==> config.mk <==
export PLATFORM = sky130hd
export DESIGN_NAME = pldc_status_ctrl
export DESIGN_NICKNAME = d
export VERILOG_FILES = /design/src/shared/pldc_pkg.sv /design/src/hdl/pldc_status_ctrl.sv /design/src/hdl/pldc_sync.sv
export VERILOG_INCLUDE_DIRS = /design/src /design/src/shared
export SDC_FILE = /design/constraint.sdc
export NUM_CORES = 1
export LEC_CHECK = 0
export ABC_CLOCK_PERIOD_IN_PS = 2600
export BUFFER_PORTS_ARGS = -buffer_cell sky130_fd_sc_hd__buf_2
export CORE_MARGIN = 4
export CORE_UTILIZATION = 51
export CTS_BUF_LIST = sky130_fd_sc_hd__clkbuf_16
export DETAILED_ROUTE_END_ITERATION = 8
export PLACE_DENSITY = 0.77
export SYNTH_ARGS = -nofsm -noshare
export SYNTH_HDL_FRONTEND = slang
export SYNTH_SLANG_ARGS = --single-unit
==> constraint.sdc <==
create_clock -name sys_clk -period 2.6 [get_ports sys_clk]
set_clock_uncertainty 0.2 [all_clocks]
set_input_delay 0.52 -clock sys_clk [delete_from_list [all_inputs] [get_ports sys_clk]]
set_output_delay 0.52 -clock sys_clk [all_outputs]
set_load 0.03 [all_outputs]
==> src/shared/pldc_params.svh <==
// timing constants, field positions and counter width of the status/control block
// How it works
// - led mode comes from a two-bit field, bits 6:5 of control reg 19h.
// - upper mode bit loads only by register write, never from a strap.
// - mode 1: link led shows good link, activity led shows tx/rx activity.
// - mode 2: activity led shows collision; the code shows collision in mode 0 and full duplex in mode 2.
// - mode 3: activity led shows full duplex at either speed; the code shows tx/rx activity in mode 3.
// - modes 2,3: link led on for link, blinks on activity at programmed rate; the code blinks in modes 0 and 2.
// - rx-only bit 8 of reg 18h picks receive alone as activity.
// - 10 Mb/s link after seven normal link pulses or one good packet.
// - fast loss enabled: link led drops about 1.3 us after signal loss.
// - speed led high at 100 Mb/s, low at 10 Mb/s, every mode.
// - 10 Mb/s half duplex collision led follows the mii collision signal.
// - each led polarity from strap: low strap active high, high active low.
// - software may drive leds directly; reads do not return pin states.
// - half duplex carrier sense covers transmit and receive.
// - full duplex: no collision, carrier sense for receive only.
// - duplex bit 8 of basic control; no negotiation in fiber mode.
// - fiber strap: duplex loads from strap0, other negotiation straps ignored.
// - parallel detected link settles on half duplex.
// - loopback bit 14 routes mii transmit to receive; status bit 3 reports it.
// - loopback sends nothing to the media; software disables negotiation first.
// - shared pin is power-down input until irq output enable is set.
// - pin low powers down like control bit 11; management still answers.
`ifndef PLDC_PARAMS_SVH
`define PLDC_PARAMS_SVH
`define PLDC_CLK_MHZ 100
`define PLDC_FAST_LOSS_NS 1300
`define PLDC_FAST_LOSS_CYC ((`PLDC_FAST_LOSS_NS * `PLDC_CLK_MHZ) / 1000)
`define PLDC_NLP_NEEDED 7
`define PLDC_BLINK_BASE 2500000
`define PLDC_MODE_LO 5
`define PLDC_MODE_HI 6
`define PLDC_CNT_W 27
`endif

==> src/shared/pldc_pkg.sv <==
// types shared by the status and control block
package pldc_pkg;
   typedef struct packed {
      logic txAct;    // transmit activity
      logic rxAct;    // receive activity
      logic col;      // raw collision
      logic speed100; // operating at 100 Mb/s
      logic sigDet;   // 100 Mb signal detect
      logic nlp;      // one 10 Mb normal link pulse, pulse
      logic goodPkt;  // valid 10 Mb packet received, pulse
      logic parDet;   // link came from parallel detection
   } pldc_line_type;
   typedef struct packed {
      logic [1:0] blinkRate; // blink period select
      logic rxOnly;          // activity counts receive alone
      logic [2:0] directEn;  // per led direct control enable
      logic [2:0] directVal; // per led software value
   } pldc_led_ctrl_type;
   typedef enum logic [1:0] {
      PLDC_NOLINK,
      PLDC_PULSES,
      PLDC_UP
   } pldc_link_type;
endpackage : pldc_pkg

==> src/hdl/pldc_status_ctrl.sv <==
// led, duplex, loopback and power-down control of the transceiver
`timescale 1ns/1ps
`include "pldc_params.svh"
module pldc_status_ctrl #(
   parameter int FAST_LOSS_CYC = `PLDC_FAST_LOSS_CYC, // fast loss count
   parameter int BLINK_BASE = `PLDC_BLINK_BASE // shortest half period
) (
   input wire logic sys_clk, // 100 MHz clock
   input wire logic sys_rst, // sync reset, high
   input wire pldc_pkg::pldc_line_type line, // phy core status
   input wire logic [1:0] modeSelWr, // mode field write value
   input wire logic modeSelWe, // mode field write strobe
   input wire pldc_pkg::pldc_led_ctrl_type ledCtrl, // led register
   input wire logic fastLossEn, // fast link loss enable
   input wire logic duplexWr, // duplex bit write value
   input wire logic duplexWe, // duplex bit write strobe
   input wire logic loopbackBit, // loopback control bit
   input wire logic powerDownBit, // power-down control bit
   input wire logic irqOutEn, // irq output enable bit
   input wire logic irqPending, // interrupt pending
   input wire logic [2:0] strapIn, // led pins read as straps
   input wire logic fiberStrap, // fiber mode strap
   input wire logic pdPinIn, // shared pin level in
   input wire logic [7:0] txData, // mii transmit data
   input wire logic txEn, // mii transmit enable
   input wire logic [7:0] rxLineData, // data from media
   input wire logic rxLineDv, // media receive valid
   output logic linkIndicator, // link led pin
   output logic speedIndicator, // speed led pin
   output logic activityIndicator, // activity led pin
   output logic [1:0] modeSel, // current mode field
   output logic duplexFull, // duplex bit
   output logic linkUp, // link status
   output logic crs, // mii carrier sense
   output logic colOut, // mii collision
   output logic [7:0] rxData, // mii receive data
   output logic rxDv, // mii receive valid
   output logic [7:0] mediaTxData, // data to media
   output logic mediaTxEn, // media transmit enable
   output logic loopbackSts, // status bit 3
   output logic powerDown, // device powered down
   output logic pdPinOut, // shared pin out level
   output logic pdPinOe // shared pin drive enable
);
   initial begin
      if (FAST_LOSS_CYC < 1 || BLINK_BASE < 1) begin
         $error("pldc_status_ctrl: counts must be at least one");
      end
   end

   typedef struct packed {
      logic [1:0] mode;
      logic duplex;
      logic [2:0] pol;
      logic strapDone;
      pldc_pkg::pldc_link_type link;
      logic [2:0] nlpCnt;
      logic [`PLDC_CNT_W-1:0] lossCnt;
      logic [`PLDC_CNT_W-1:0] blinkCnt;
      logic blinkPh;
      logic [2:0] led;
      logic crs;
      logic col;
      logic [7:0] rxd;
      logic rxdv;
      logic [7:0] txd;
      logic txen;
   } pldc_state_type;

   pldc_state_type st_r, st_nxt;
   logic [2:0] strapS;
   logic fiberS, pdPinS;
   logic activity, modeFunc2, modeFunc1, modeFunc0;
   logic [`PLDC_CNT_W-1:0] blinkTop;

   // pin inputs pass two flops
   pldc_sync #(.W(5)) u_sync (
      .sys_clk(sys_clk),
      .sys_rst(sys_rst),
      .din({strapIn, fiberStrap, pdPinIn}),
      .dout({strapS, fiberS, pdPinS})
   );

   // activity source
   assign activity = ledCtrl.rxOnly ? line.rxAct
                                    : (line.rxAct | line.txAct);
   // blink half period per rate field
   assign blinkTop = `PLDC_CNT_W'(BLINK_BASE << ledCtrl.blinkRate);

   // next state
   always_comb begin
      st_nxt = st_r;
      // strap capture after reset release
      if (!st_r.strapDone) begin
         st_nxt.strapDone = 1'b1;
         st_nxt.pol = strapS;
         st_nxt.mode[0] = strapS[0];
         st_nxt.mode[1] = 1'b0;
         if (fiberS) begin
            st_nxt.duplex = strapS[0];
         end else begin
            st_nxt.duplex = strapS[1];
         end
      end else begin
         if (modeSelWe) begin
            st_nxt.mode = modeSelWr;
         end
         if (duplexWe) begin
            st_nxt.duplex = duplexWr;
         end else if (line.parDet && !fiberS) begin
            st_nxt.duplex = 1'b0;
         end
      end
      // link state
      case (st_r.link)
         pldc_pkg::PLDC_NOLINK: begin
            st_nxt.nlpCnt = '0;
            if (line.speed100 ? line.sigDet : line.goodPkt) begin
               st_nxt.link = pldc_pkg::PLDC_UP;
            end else if (!line.speed100 && line.nlp) begin
               st_nxt.nlpCnt = 3'h1;
               st_nxt.link = pldc_pkg::PLDC_PULSES;
            end
         end
         pldc_pkg::PLDC_PULSES: begin
            if (line.speed100 || line.goodPkt) begin
               st_nxt.link = line.speed100 ? pldc_pkg::PLDC_NOLINK
                                           : pldc_pkg::PLDC_UP;
            end else if (line.nlp) begin
               st_nxt.nlpCnt = st_r.nlpCnt + 3'h1;
               if (st_r.nlpCnt == 3'(`PLDC_NLP_NEEDED - 1)) begin
                  st_nxt.link = pldc_pkg::PLDC_UP;
               end
            end
         end
         pldc_pkg::PLDC_UP: begin
            st_nxt.lossCnt = '0;
            if (line.speed100 && !line.sigDet) begin
               if (!fastLossEn) begin
                  st_nxt.link = pldc_pkg::PLDC_NOLINK;
               end else if (st_r.lossCnt ==
                            `PLDC_CNT_W'(FAST_LOSS_CYC - 1)) begin
                  st_nxt.link = pldc_pkg::PLDC_NOLINK;
               end else begin
                  st_nxt.lossCnt = st_r.lossCnt + `PLDC_CNT_W'(1);
               end
            end
         end
         default: begin
            st_nxt.link = pldc_pkg::PLDC_NOLINK;
         end
      endcase
      // blink timer runs only during activity
      if (!activity || st_r.blinkCnt >= blinkTop) begin
         st_nxt.blinkCnt = '0;
         st_nxt.blinkPh = activity ? ~st_r.blinkPh : 1'b0;
      end else begin
         st_nxt.blinkCnt = st_r.blinkCnt + `PLDC_CNT_W'(1);
      end
      // led drive with direct override and polarity
      for (int i = 0; i < 3; i++) begin
         st_nxt.led[i] = (ledCtrl.directEn[i] ? ledCtrl.directVal[i]
            : (i == 2 ? modeFunc2 : (i == 1 ? modeFunc1 : modeFunc0)))
            ^ st_r.pol[i];
      end
      // carrier sense and collision
      if (st_r.duplex) begin
         st_nxt.crs = line.rxAct;
         st_nxt.col = 1'b0;
      end else begin
         st_nxt.crs = line.rxAct | line.txAct;
         st_nxt.col = line.col;
      end
      // loopback path
      if (loopbackBit) begin
         st_nxt.rxd = txData;
         st_nxt.rxdv = txEn;
         st_nxt.txd = '0;
         st_nxt.txen = 1'b0;
      end else begin
         st_nxt.rxd = rxLineData;
         st_nxt.rxdv = rxLineDv;
         st_nxt.txd = txData;
         st_nxt.txen = txEn;
      end
   end

   // mode functions: link on, blink in modes 0 and 2
   always_comb begin
      modeFunc0 = (st_r.link == pldc_pkg::PLDC_UP);
      if (st_r.mode != 2'b01 && st_r.mode[0] != 1'b1 && activity) begin
         modeFunc0 = modeFunc0 & ~st_r.blinkPh;
      end
      modeFunc1 = line.speed100;
      if (st_r.mode[0]) begin
         modeFunc2 = activity;
      end else if (!st_r.mode[1]) begin
         modeFunc2 = st_r.col;
      end else begin
         modeFunc2 = st_r.duplex;
      end
   end

   always_ff @(posedge sys_clk) begin
      if (sys_rst) begin
         st_r <= '0;
      end else begin
         st_r <= st_nxt;
      end
   end

   // outputs
   assign linkIndicator = st_r.led[0];
   assign speedIndicator = st_r.led[1];
   assign activityIndicator = st_r.led[2];
   assign modeSel = st_r.mode;
   assign duplexFull = st_r.duplex;
   assign linkUp = (st_r.link == pldc_pkg::PLDC_UP);
   assign crs = st_r.crs;
   assign colOut = st_r.col;
   assign rxData = st_r.rxd;
   assign rxDv = st_r.rxdv;
   assign mediaTxData = st_r.txd;
   assign mediaTxEn = st_r.txen;
   assign loopbackSts = loopbackBit;
   // shared pin: power-down input or active low irq
   assign powerDown = powerDownBit | (!irqOutEn & !pdPinS);
   assign pdPinOe = irqOutEn & irqPending;
   assign pdPinOut = 1'b0;
endmodule : pldc_status_ctrl

==> src/hdl/pldc_sync.sv <==
// two flip-flop synchroniser for pin inputs
`timescale 1ns/1ps
module pldc_sync #(
   parameter int W = 1 // width
) (
   input wire logic sys_clk, // clock
   input wire logic sys_rst, // sync reset
   input wire logic [W-1:0] din, // async in
   output logic [W-1:0] dout // synced out
);
   typedef struct packed {
      logic [W-1:0] s1;
      logic [W-1:0] s2;
   } pldc_sync_type;
   pldc_sync_type st_r, st_nxt;
   // shift chain
   always_comb begin
      st_nxt.s1 = din;
      st_nxt.s2 = st_r.s1;
   end
   always_ff @(posedge sys_clk) begin
      // reset preloads the pin level so straps are ready at release
      if (sys_rst) begin
         st_r.s1 <= din;
         st_r.s2 <= din;
      end else begin
         st_r <= st_nxt;
      end
   end
   assign dout = st_r.s2;
endmodule : pldc_sync

==> results.yml, run 1 <==
outcome:
  status: "complete, no violations"
routing:
  dr.pass1.iters: 4
  drc: 0
  post_drt_wl_per_cell_microns: 14.31
  wl_mm: 10.16
  drt_first_iter_violations: 180
  ant_nets: 0
  dr_total_vias: 3811
  viasPerCell: 5.368
final_layout:
  fin_util: 0.6281
  regArea_sq_um: 2002
  layout.cells.non_filler: 710
  n_antenna_cell: 0
  multi_input_area_sq_um: 2460
  layout.nets: 677
  area_delta_synth_final_pct: 17.42
  fin_area_sq_um: 5584
  drive_gt1_frac: 0.2292
  fillers: 700
critical_path:
  slowest_delay_ns: 0.30
  end_kind: "register"
  startpoint_type: "input pin"
  crit_chain: "buf_2, buf_4, ha_2, inv_1, ha_1, o21ai_0, o21bai_1, o2111ai_1, a22o_1, buf_4, a21oi_1, and3b_1"
  crit_fanout: 3
  required_ns: 2.63
  worstSetupPathType: "in2reg"
  cp.arrival_ns: 2.53
  cp_common_cell: "buf_4"
  r2r_cells: 8
  crit_slowest_cell: "ha_1"
floorplanning:
  rows: 34
  dieHeight_microns: 104.6
  io_pins: 83
  fp.dieArea_sq_um: 10930
  start_util: 0.5349
  die_width_microns: 104.6
  core_sq_um: 8891
run:
  drv_cap: 0
yosys:
  synth_cell_type_count: 54
  ys.flop_type: "dfxtp_1"
  synth_cells: 516
  syn-cell-area_sq_um: 4756
  syn_avg_cell_area_sq_um: 9.217
  synth_edf_count: 0
  ys_ff_latch: 100
  yosysWarningCount: 0
  async_reset_ff_frac: 0
  yosysSeqAreaShare: 0.4209
pwr:
  worst_ir_drop_vdd_v: 0.0003215
  leakagePower_nw: 2.484
  p_per_area_nw_per_um2: 601.1
  finalPower_mw: 3.357
sta:
  report.final.slew_viol_count: 0
  tightest_slew_ns: 0.5792
  fin_setup_tns_ns: 0
  period_needed_ns: 2.497
  fmax_mhz: 400.5
  worst_slack_ns: 0.1034
  fin_worst_hold_slack_ns: 0.09872
  fin_crit_sh: 0.9602
  hold_viol_final: 0
  slew-limit-headroom: 0.6103
  setup_viol: 0
clocking:
  cts_sinks: 100
  cts_tree: "done"
  cts_buffers: 9
  path_clk_slew_ns: 0.07
  htreeDepth: 3
  cts_max_path_buffers: 2
  clockRootBuffer: "clkbuf_16"
  clk_latency_ns: 0.34
global_route:
  grt.total_usage: 0.1829
  grt_overflow: 0
  grt_pass1_vias: 3606
  antenna_found_initial: 0
  grt_max_degree: 27
  grt_pass1_wl_mm: 16.77
placement:
  dp_slack_ns: -0.2381
  dp.cells: 694
  dpl-instance-area_sq_um: 5248
  place_hpwl_mm: 7.447
  gp_congestion: 0.8621
  port-buffer-count: 81
hold_path:
  hold_path_class: "in2reg"
  worstHoldPathCells: 1
registers in the layout, indices dropped and copies added (netlist names):
register and cells:
activityIndicator 1, rxData 8, mediaTxEn 1, crs 1, mediaTxData 8, u_sync.st_nxt 5, linkIndicator 1, u_sync.dout 5
rxDv 1, st_r 64, colOut 1, modeSel 2, speedIndicator 1, duplexFull 1
placed cells by master, fill, tap and decap left out, types with 3 or more instances in the layout:
| cell | n |
|---|---|
| xor2_1 | 33 |
| mux2i_1 | 14 |
| a21o_1 | 4 |
| xnor2_1 | 17 |
| o21ai_0 | 5 |
| mux2_2 | 6 |
| a21oi_1 | 16 |
| and2_1 | 12 |
| and3_1 | 11 |
| nor3_1 | 10 |
| nor2_1 | 85 |
| clkbuf_16 | 9 |
| o211ai_1 | 3 |
| nor2b_1 | 8 |
| nand2_1 | 24 |
| nor4_1 | 6 |
| buf_2 | 81 |
| a211oi_1 | 7 |
| nand3_1 | 16 |
| nand4_1 | 16 |
| dfxtp_1 | 100 |
| and4_1 | 8 |
| inv_1 | 19 |
| ha_1 | 26 |
| buf_4 | 23 |
critical path, delay by kind of cell:
family,cells,cell delay [ns]
adders and majority gates,2,0.47
buffers and inverters,4,0.44
AOI/OAI and AO/OA,5,0.92
and+or+nand+nor,1,0.17
repair_timing:
item | 4_1_cts | 5_1_grt
endpoints found under the hold margin | 0 | 0
gates resized for setup | 0 | 5
endpoints found under the setup margin | 0 | 27
hold buffers | 0 | 0
setup buffers | 0 | 1
area by class of cell:
type	count	area share
Tap cell	108	0.02420
Sequential cell	100	0.3585
Clock buffer	9	0.04033
Multi-Input combinational cell	362	0.4405
Inverter	20	0.01344
Timing Repair Buffer	105	0.1071
Clock inverter	6	0.01591
routing by layer:
| layer | vias to the layer above | track usage | share of wire | routed length [microns] |
|---|---|---|---|---|
| li1 | 1917 | - | - | - |
| met1 | 1754 | 0.2320 | 0.44 | 4520 |
| met2 | 123 | 0.3123 | 0.48 | 4919 |
| met3 | 17 | 0.03576 | 0.054 | 552 |
| met4 | 0 | 0.06173 | 0.017 | 170 |
| met5 | - | 0 | 0 | 0 |
kinds of logic after synthesis:
kind of cell / count (synthesis) / share of synthesized area
compound gates: 56 / 0.08156
simple gates: 207 / 0.2242
buf+inv: 55 / 0.06577
mux: 20 / 0.04367
xor+xnor: 50 / 0.09208
fa+ha+maj: 27 / 0.07103
other cells: 1 / 0.0007885
flops: 100 / 0.4209
final timing paths:
check,startpoint,endpoint,slack [ns]
worst max-delay path,ledCtrl[7],st_r[23],0.10
worst min-delay path,strapIn[2],u_sync.st_nxt[4],0.1
worst max register to register,st_r[44],st_r[49],0.35
worst min register to register,u_sync.st_nxt[1],u_sync.dout[1],0.26
synthesized netlist by cell type, types with 3 or more instances:
cell type,number,area share
a211oi_1,7,0.011
a21o_1,4,0.0063
a21oi_1,16,0.017
and2_1,12,0.016
and3_1,11,0.014
and4_1,8,0.015
buf_2,7,0.0074
buf_4,20,0.032
buf_6,3,0.0071
clkbuf_1,5,0.0039
dfxtp_1,100,0.42
ha_1,27,0.071
inv_1,19,0.015
mux2_2,6,0.014
mux2i_1,14,0.029
nand2_1,24,0.019
nand3_1,16,0.017
nand4_1,16,0.021
nor2_1,85,0.067
nor2b_1,8,0.011
nor3_1,10,0.011
nor4_1,6,0.0079
o211ai_1,3,0.0047
o21ai_0,5,0.0053
xnor2_1,17,0.031
xor2_1,33,0.061
power by group:
| part | total, mW | leakage [nW] | internal, mW | switching, mW |
|---|---|---|---|---|
| logic | 0.342 | 1.51 | 0.142 | 0.200 |
| registers | 1.61 | 0.817 | 1.58 | 0.0286 |
| clock network | 1.41 | 0.153 | 0.840 | 0.569 |
| total | 3.36 | 2.48 | 2.56 | 0.798 |
Note: power is estimated with default switching activity, not from simulation.
==> inputs of run 2 (changes only) <==
BUFFER_PORTS_ARGS = -buffer_cell sky130_fd_sc_hd__buf_4   (was -buffer_cell sky130_fd_sc_hd__buf_2)
==> run 2 against run 1 <==
Global-route usage increased by 0.44 points. Hold slack lost 0.0030 ns. Wire length shrank 0.21%. First-iteration DRC count rose by 5.6%. Die area did not move. Power decreased by 1.7%. Critical path depth unchanged. Setup slack improved by 0.052 ns. Critical path type unchanged.
==> results.yml, run 2 (synthesis gave the netlist of run 1 again) <==
pwr:
  intPower_mw: 2.502
  switching_share: 0.2414
  finalPower_mw: 3.298
  leakagePower_nw: 2.503
  worst_ir_drop_vdd_v: 0.0003154
  clock_power_share: 0.401
  switchingPower_mw: 0.7964
  p_per_area_nw_per_um2: 575.5
  combPwrFrac: 0.112
  p_seq_frac: 0.487
global_route:
  grt_pass1_wl_mm: 17.28
  grt.total_usage: 0.1873
  grt_max_degree: 33
  grt_overflow: 0
  grt_pass1_vias: 3727
  antenna_found_initial: 0
clocking:
  clockRootBuffer: "clkbuf_16"
  htreeDepth: 3
  clk_latency_ns: 0.33
  cts_buffers: 9
  cts_tree: "done"
  cts_max_path_buffers: 2
  cts_sinks: 100
  post-cts-setup-buffers: 0
  path_clk_slew_ns: 0.07
routing:
  wl_mm: 10.14
  ant_nets: 0
  post_drt_wl_per_cell_microns: 14.36
  dr.pass1.iters: 5
  drc: 0
  viasPerCell: 5.415
  drt_first_iter_violations: 190
  dr_total_vias: 3823
placement:
  dp_slack_ns: -0.2536
  port-buffer-count: 81
  place_hpwl_mm: 7.630
  gp_congestion: 0.8438
  dpl-instance-area_sq_um: 5420
  dp.cells: 690
critical_path:
  crit_fanout: 26
  worstSetupPathType: "in2reg"
  required_ns: 2.67
  startpoint_type: "input pin"
  cp.arrival_ns: 2.51
  end_kind: "register"
sta:
  fin_setup_tns_ns: 0
  period_needed_ns: 2.444
  slew-limit-headroom: 0.5459
  setup_viol: 0
  tightest_slew_ns: 0.6749
  hold_viol_final: 0
  fmax_mhz: 409.1
  rsz0062_at_grt: "no"
  worst_slack_ns: 0.1558
  fin_crit_sh: 0.9401
  report.final.slew_viol_count: 0
final_layout:
  area_delta_synth_final_pct: 20.52
  layout.cells.non_filler: 706
  layout.nets: 672
  final_common_cell: "dfxtp_1"
  regMostFlops: "st_r"
  drive_gt1_frac: 0.2258
  most-common-layout-cells: "dfxtp_1 (100), buf_4 (99), nor2_1 (85), xor2_1 (33), ha_1 (25)"
  n_antenna_cell: 0
  fin_area_sq_um: 5732
  largest_reg_flops: 64
floorplanning:
  core_sq_um: 8891
  die_width_microns: 104.6
  io_pins: 83
  start_util: 0.5349
  fp.dieArea_sq_um: 10930
  rows: 34
  dieHeight_microns: 104.6
outcome:
  status: "complete, no violations"
hold_path:
  hold_path_class: "in2reg"
run:
  drv_cap: 0
==> run 2: cell count changes in the layout (fill, tap and decap cells not counted), sizes merged <==
cell,before,now
inv,22,23
bufinv,2,1
clkinv,1,2
buf,105,100
==> run 2: power by group through the flow <==
stage                     clock network [mW]  logic [mW]  registers (mW)
after floorplan                            0       0.216            1.65
after global placement                     0       0.360            1.64
after detailed placement                   0       0.369            1.64
after CTS                               1.35       0.370            1.61
after global routing                    1.41       0.403            1.61
final                                   1.32       0.369            1.61
==> run 2: cell type report <==
| class | count | area, sq um |
|---|---|---|
| clock buffers | 9 | 225.2 |
| clock inverters | 7 | 76.32 |
| fillers | 722 | 3159 |
| inverters | 20 | 75.07 |
| multi-input cells | 362 | 2455 |
| flip-flops and latches | 100 | 2002 |
| well taps | 108 | 135.1 |
| repair buffers | 100 | 763.2 |
==> run 2: per-layer routing <==
metal	up-vias	GRT usage	wire, microns	part of all wire
met2	115	0.3164	4846	0.48
met3	20	0.04562	593	0.058
met1	1785	0.2367	4508	0.44
met4	0	0.05888	192	0.019
met5	-	0	0	0
li1	1903	-	-	-
==> run 2: final timing paths <==
| path | slack [ns] | cells past startpoint | startpoint | end |
|---|---|---|---|---|
| setup reg to reg | 0.27 | 7 | st_r[24] | st_r[46] |
| hold reg to reg | 0.26 | 1 | u_sync.st_nxt[2] | u_sync.dout[2] |
| hold / removal | 0.1 | 1 | pdPinIn | u_sync.st_nxt[0] |
| setup / recovery | 0.16 | 12 | ledCtrl[7] | st_r[46] |
==> run 2: repair_timing <==
| item | CTS | global route |
|---|---|---|
| endpoints found under the hold margin | 0 | 0 |
| resized for setup | 0 | 6 |
| setup endpoints to repair | 0 | 27 |
| hold buffers | 0 | 0 |
==> run 2: stage by stage <==
step                  util  hold slack [ns]
finish              0.6447          0.09576
global placement    0.6096           0.2393
CTS                 0.6435          0.08752
detailed placement  0.6096           0.2432
global route        0.6447          0.08240
floorplan                -           0.2339
==> run 2: worst max-delay path, cell delays in order <==
cell and delay [ns]:
buf_4 0.12, inv_2 0.07, ha_2 0.18, inv_1 0.07
ha_1 0.30, a21oi_2 0.14, and4b_1 0.19, o311a_1 0.36
o21ai_4 0.18, nand3_4 0.10, buf_12 0.17, nor2_1 0.11
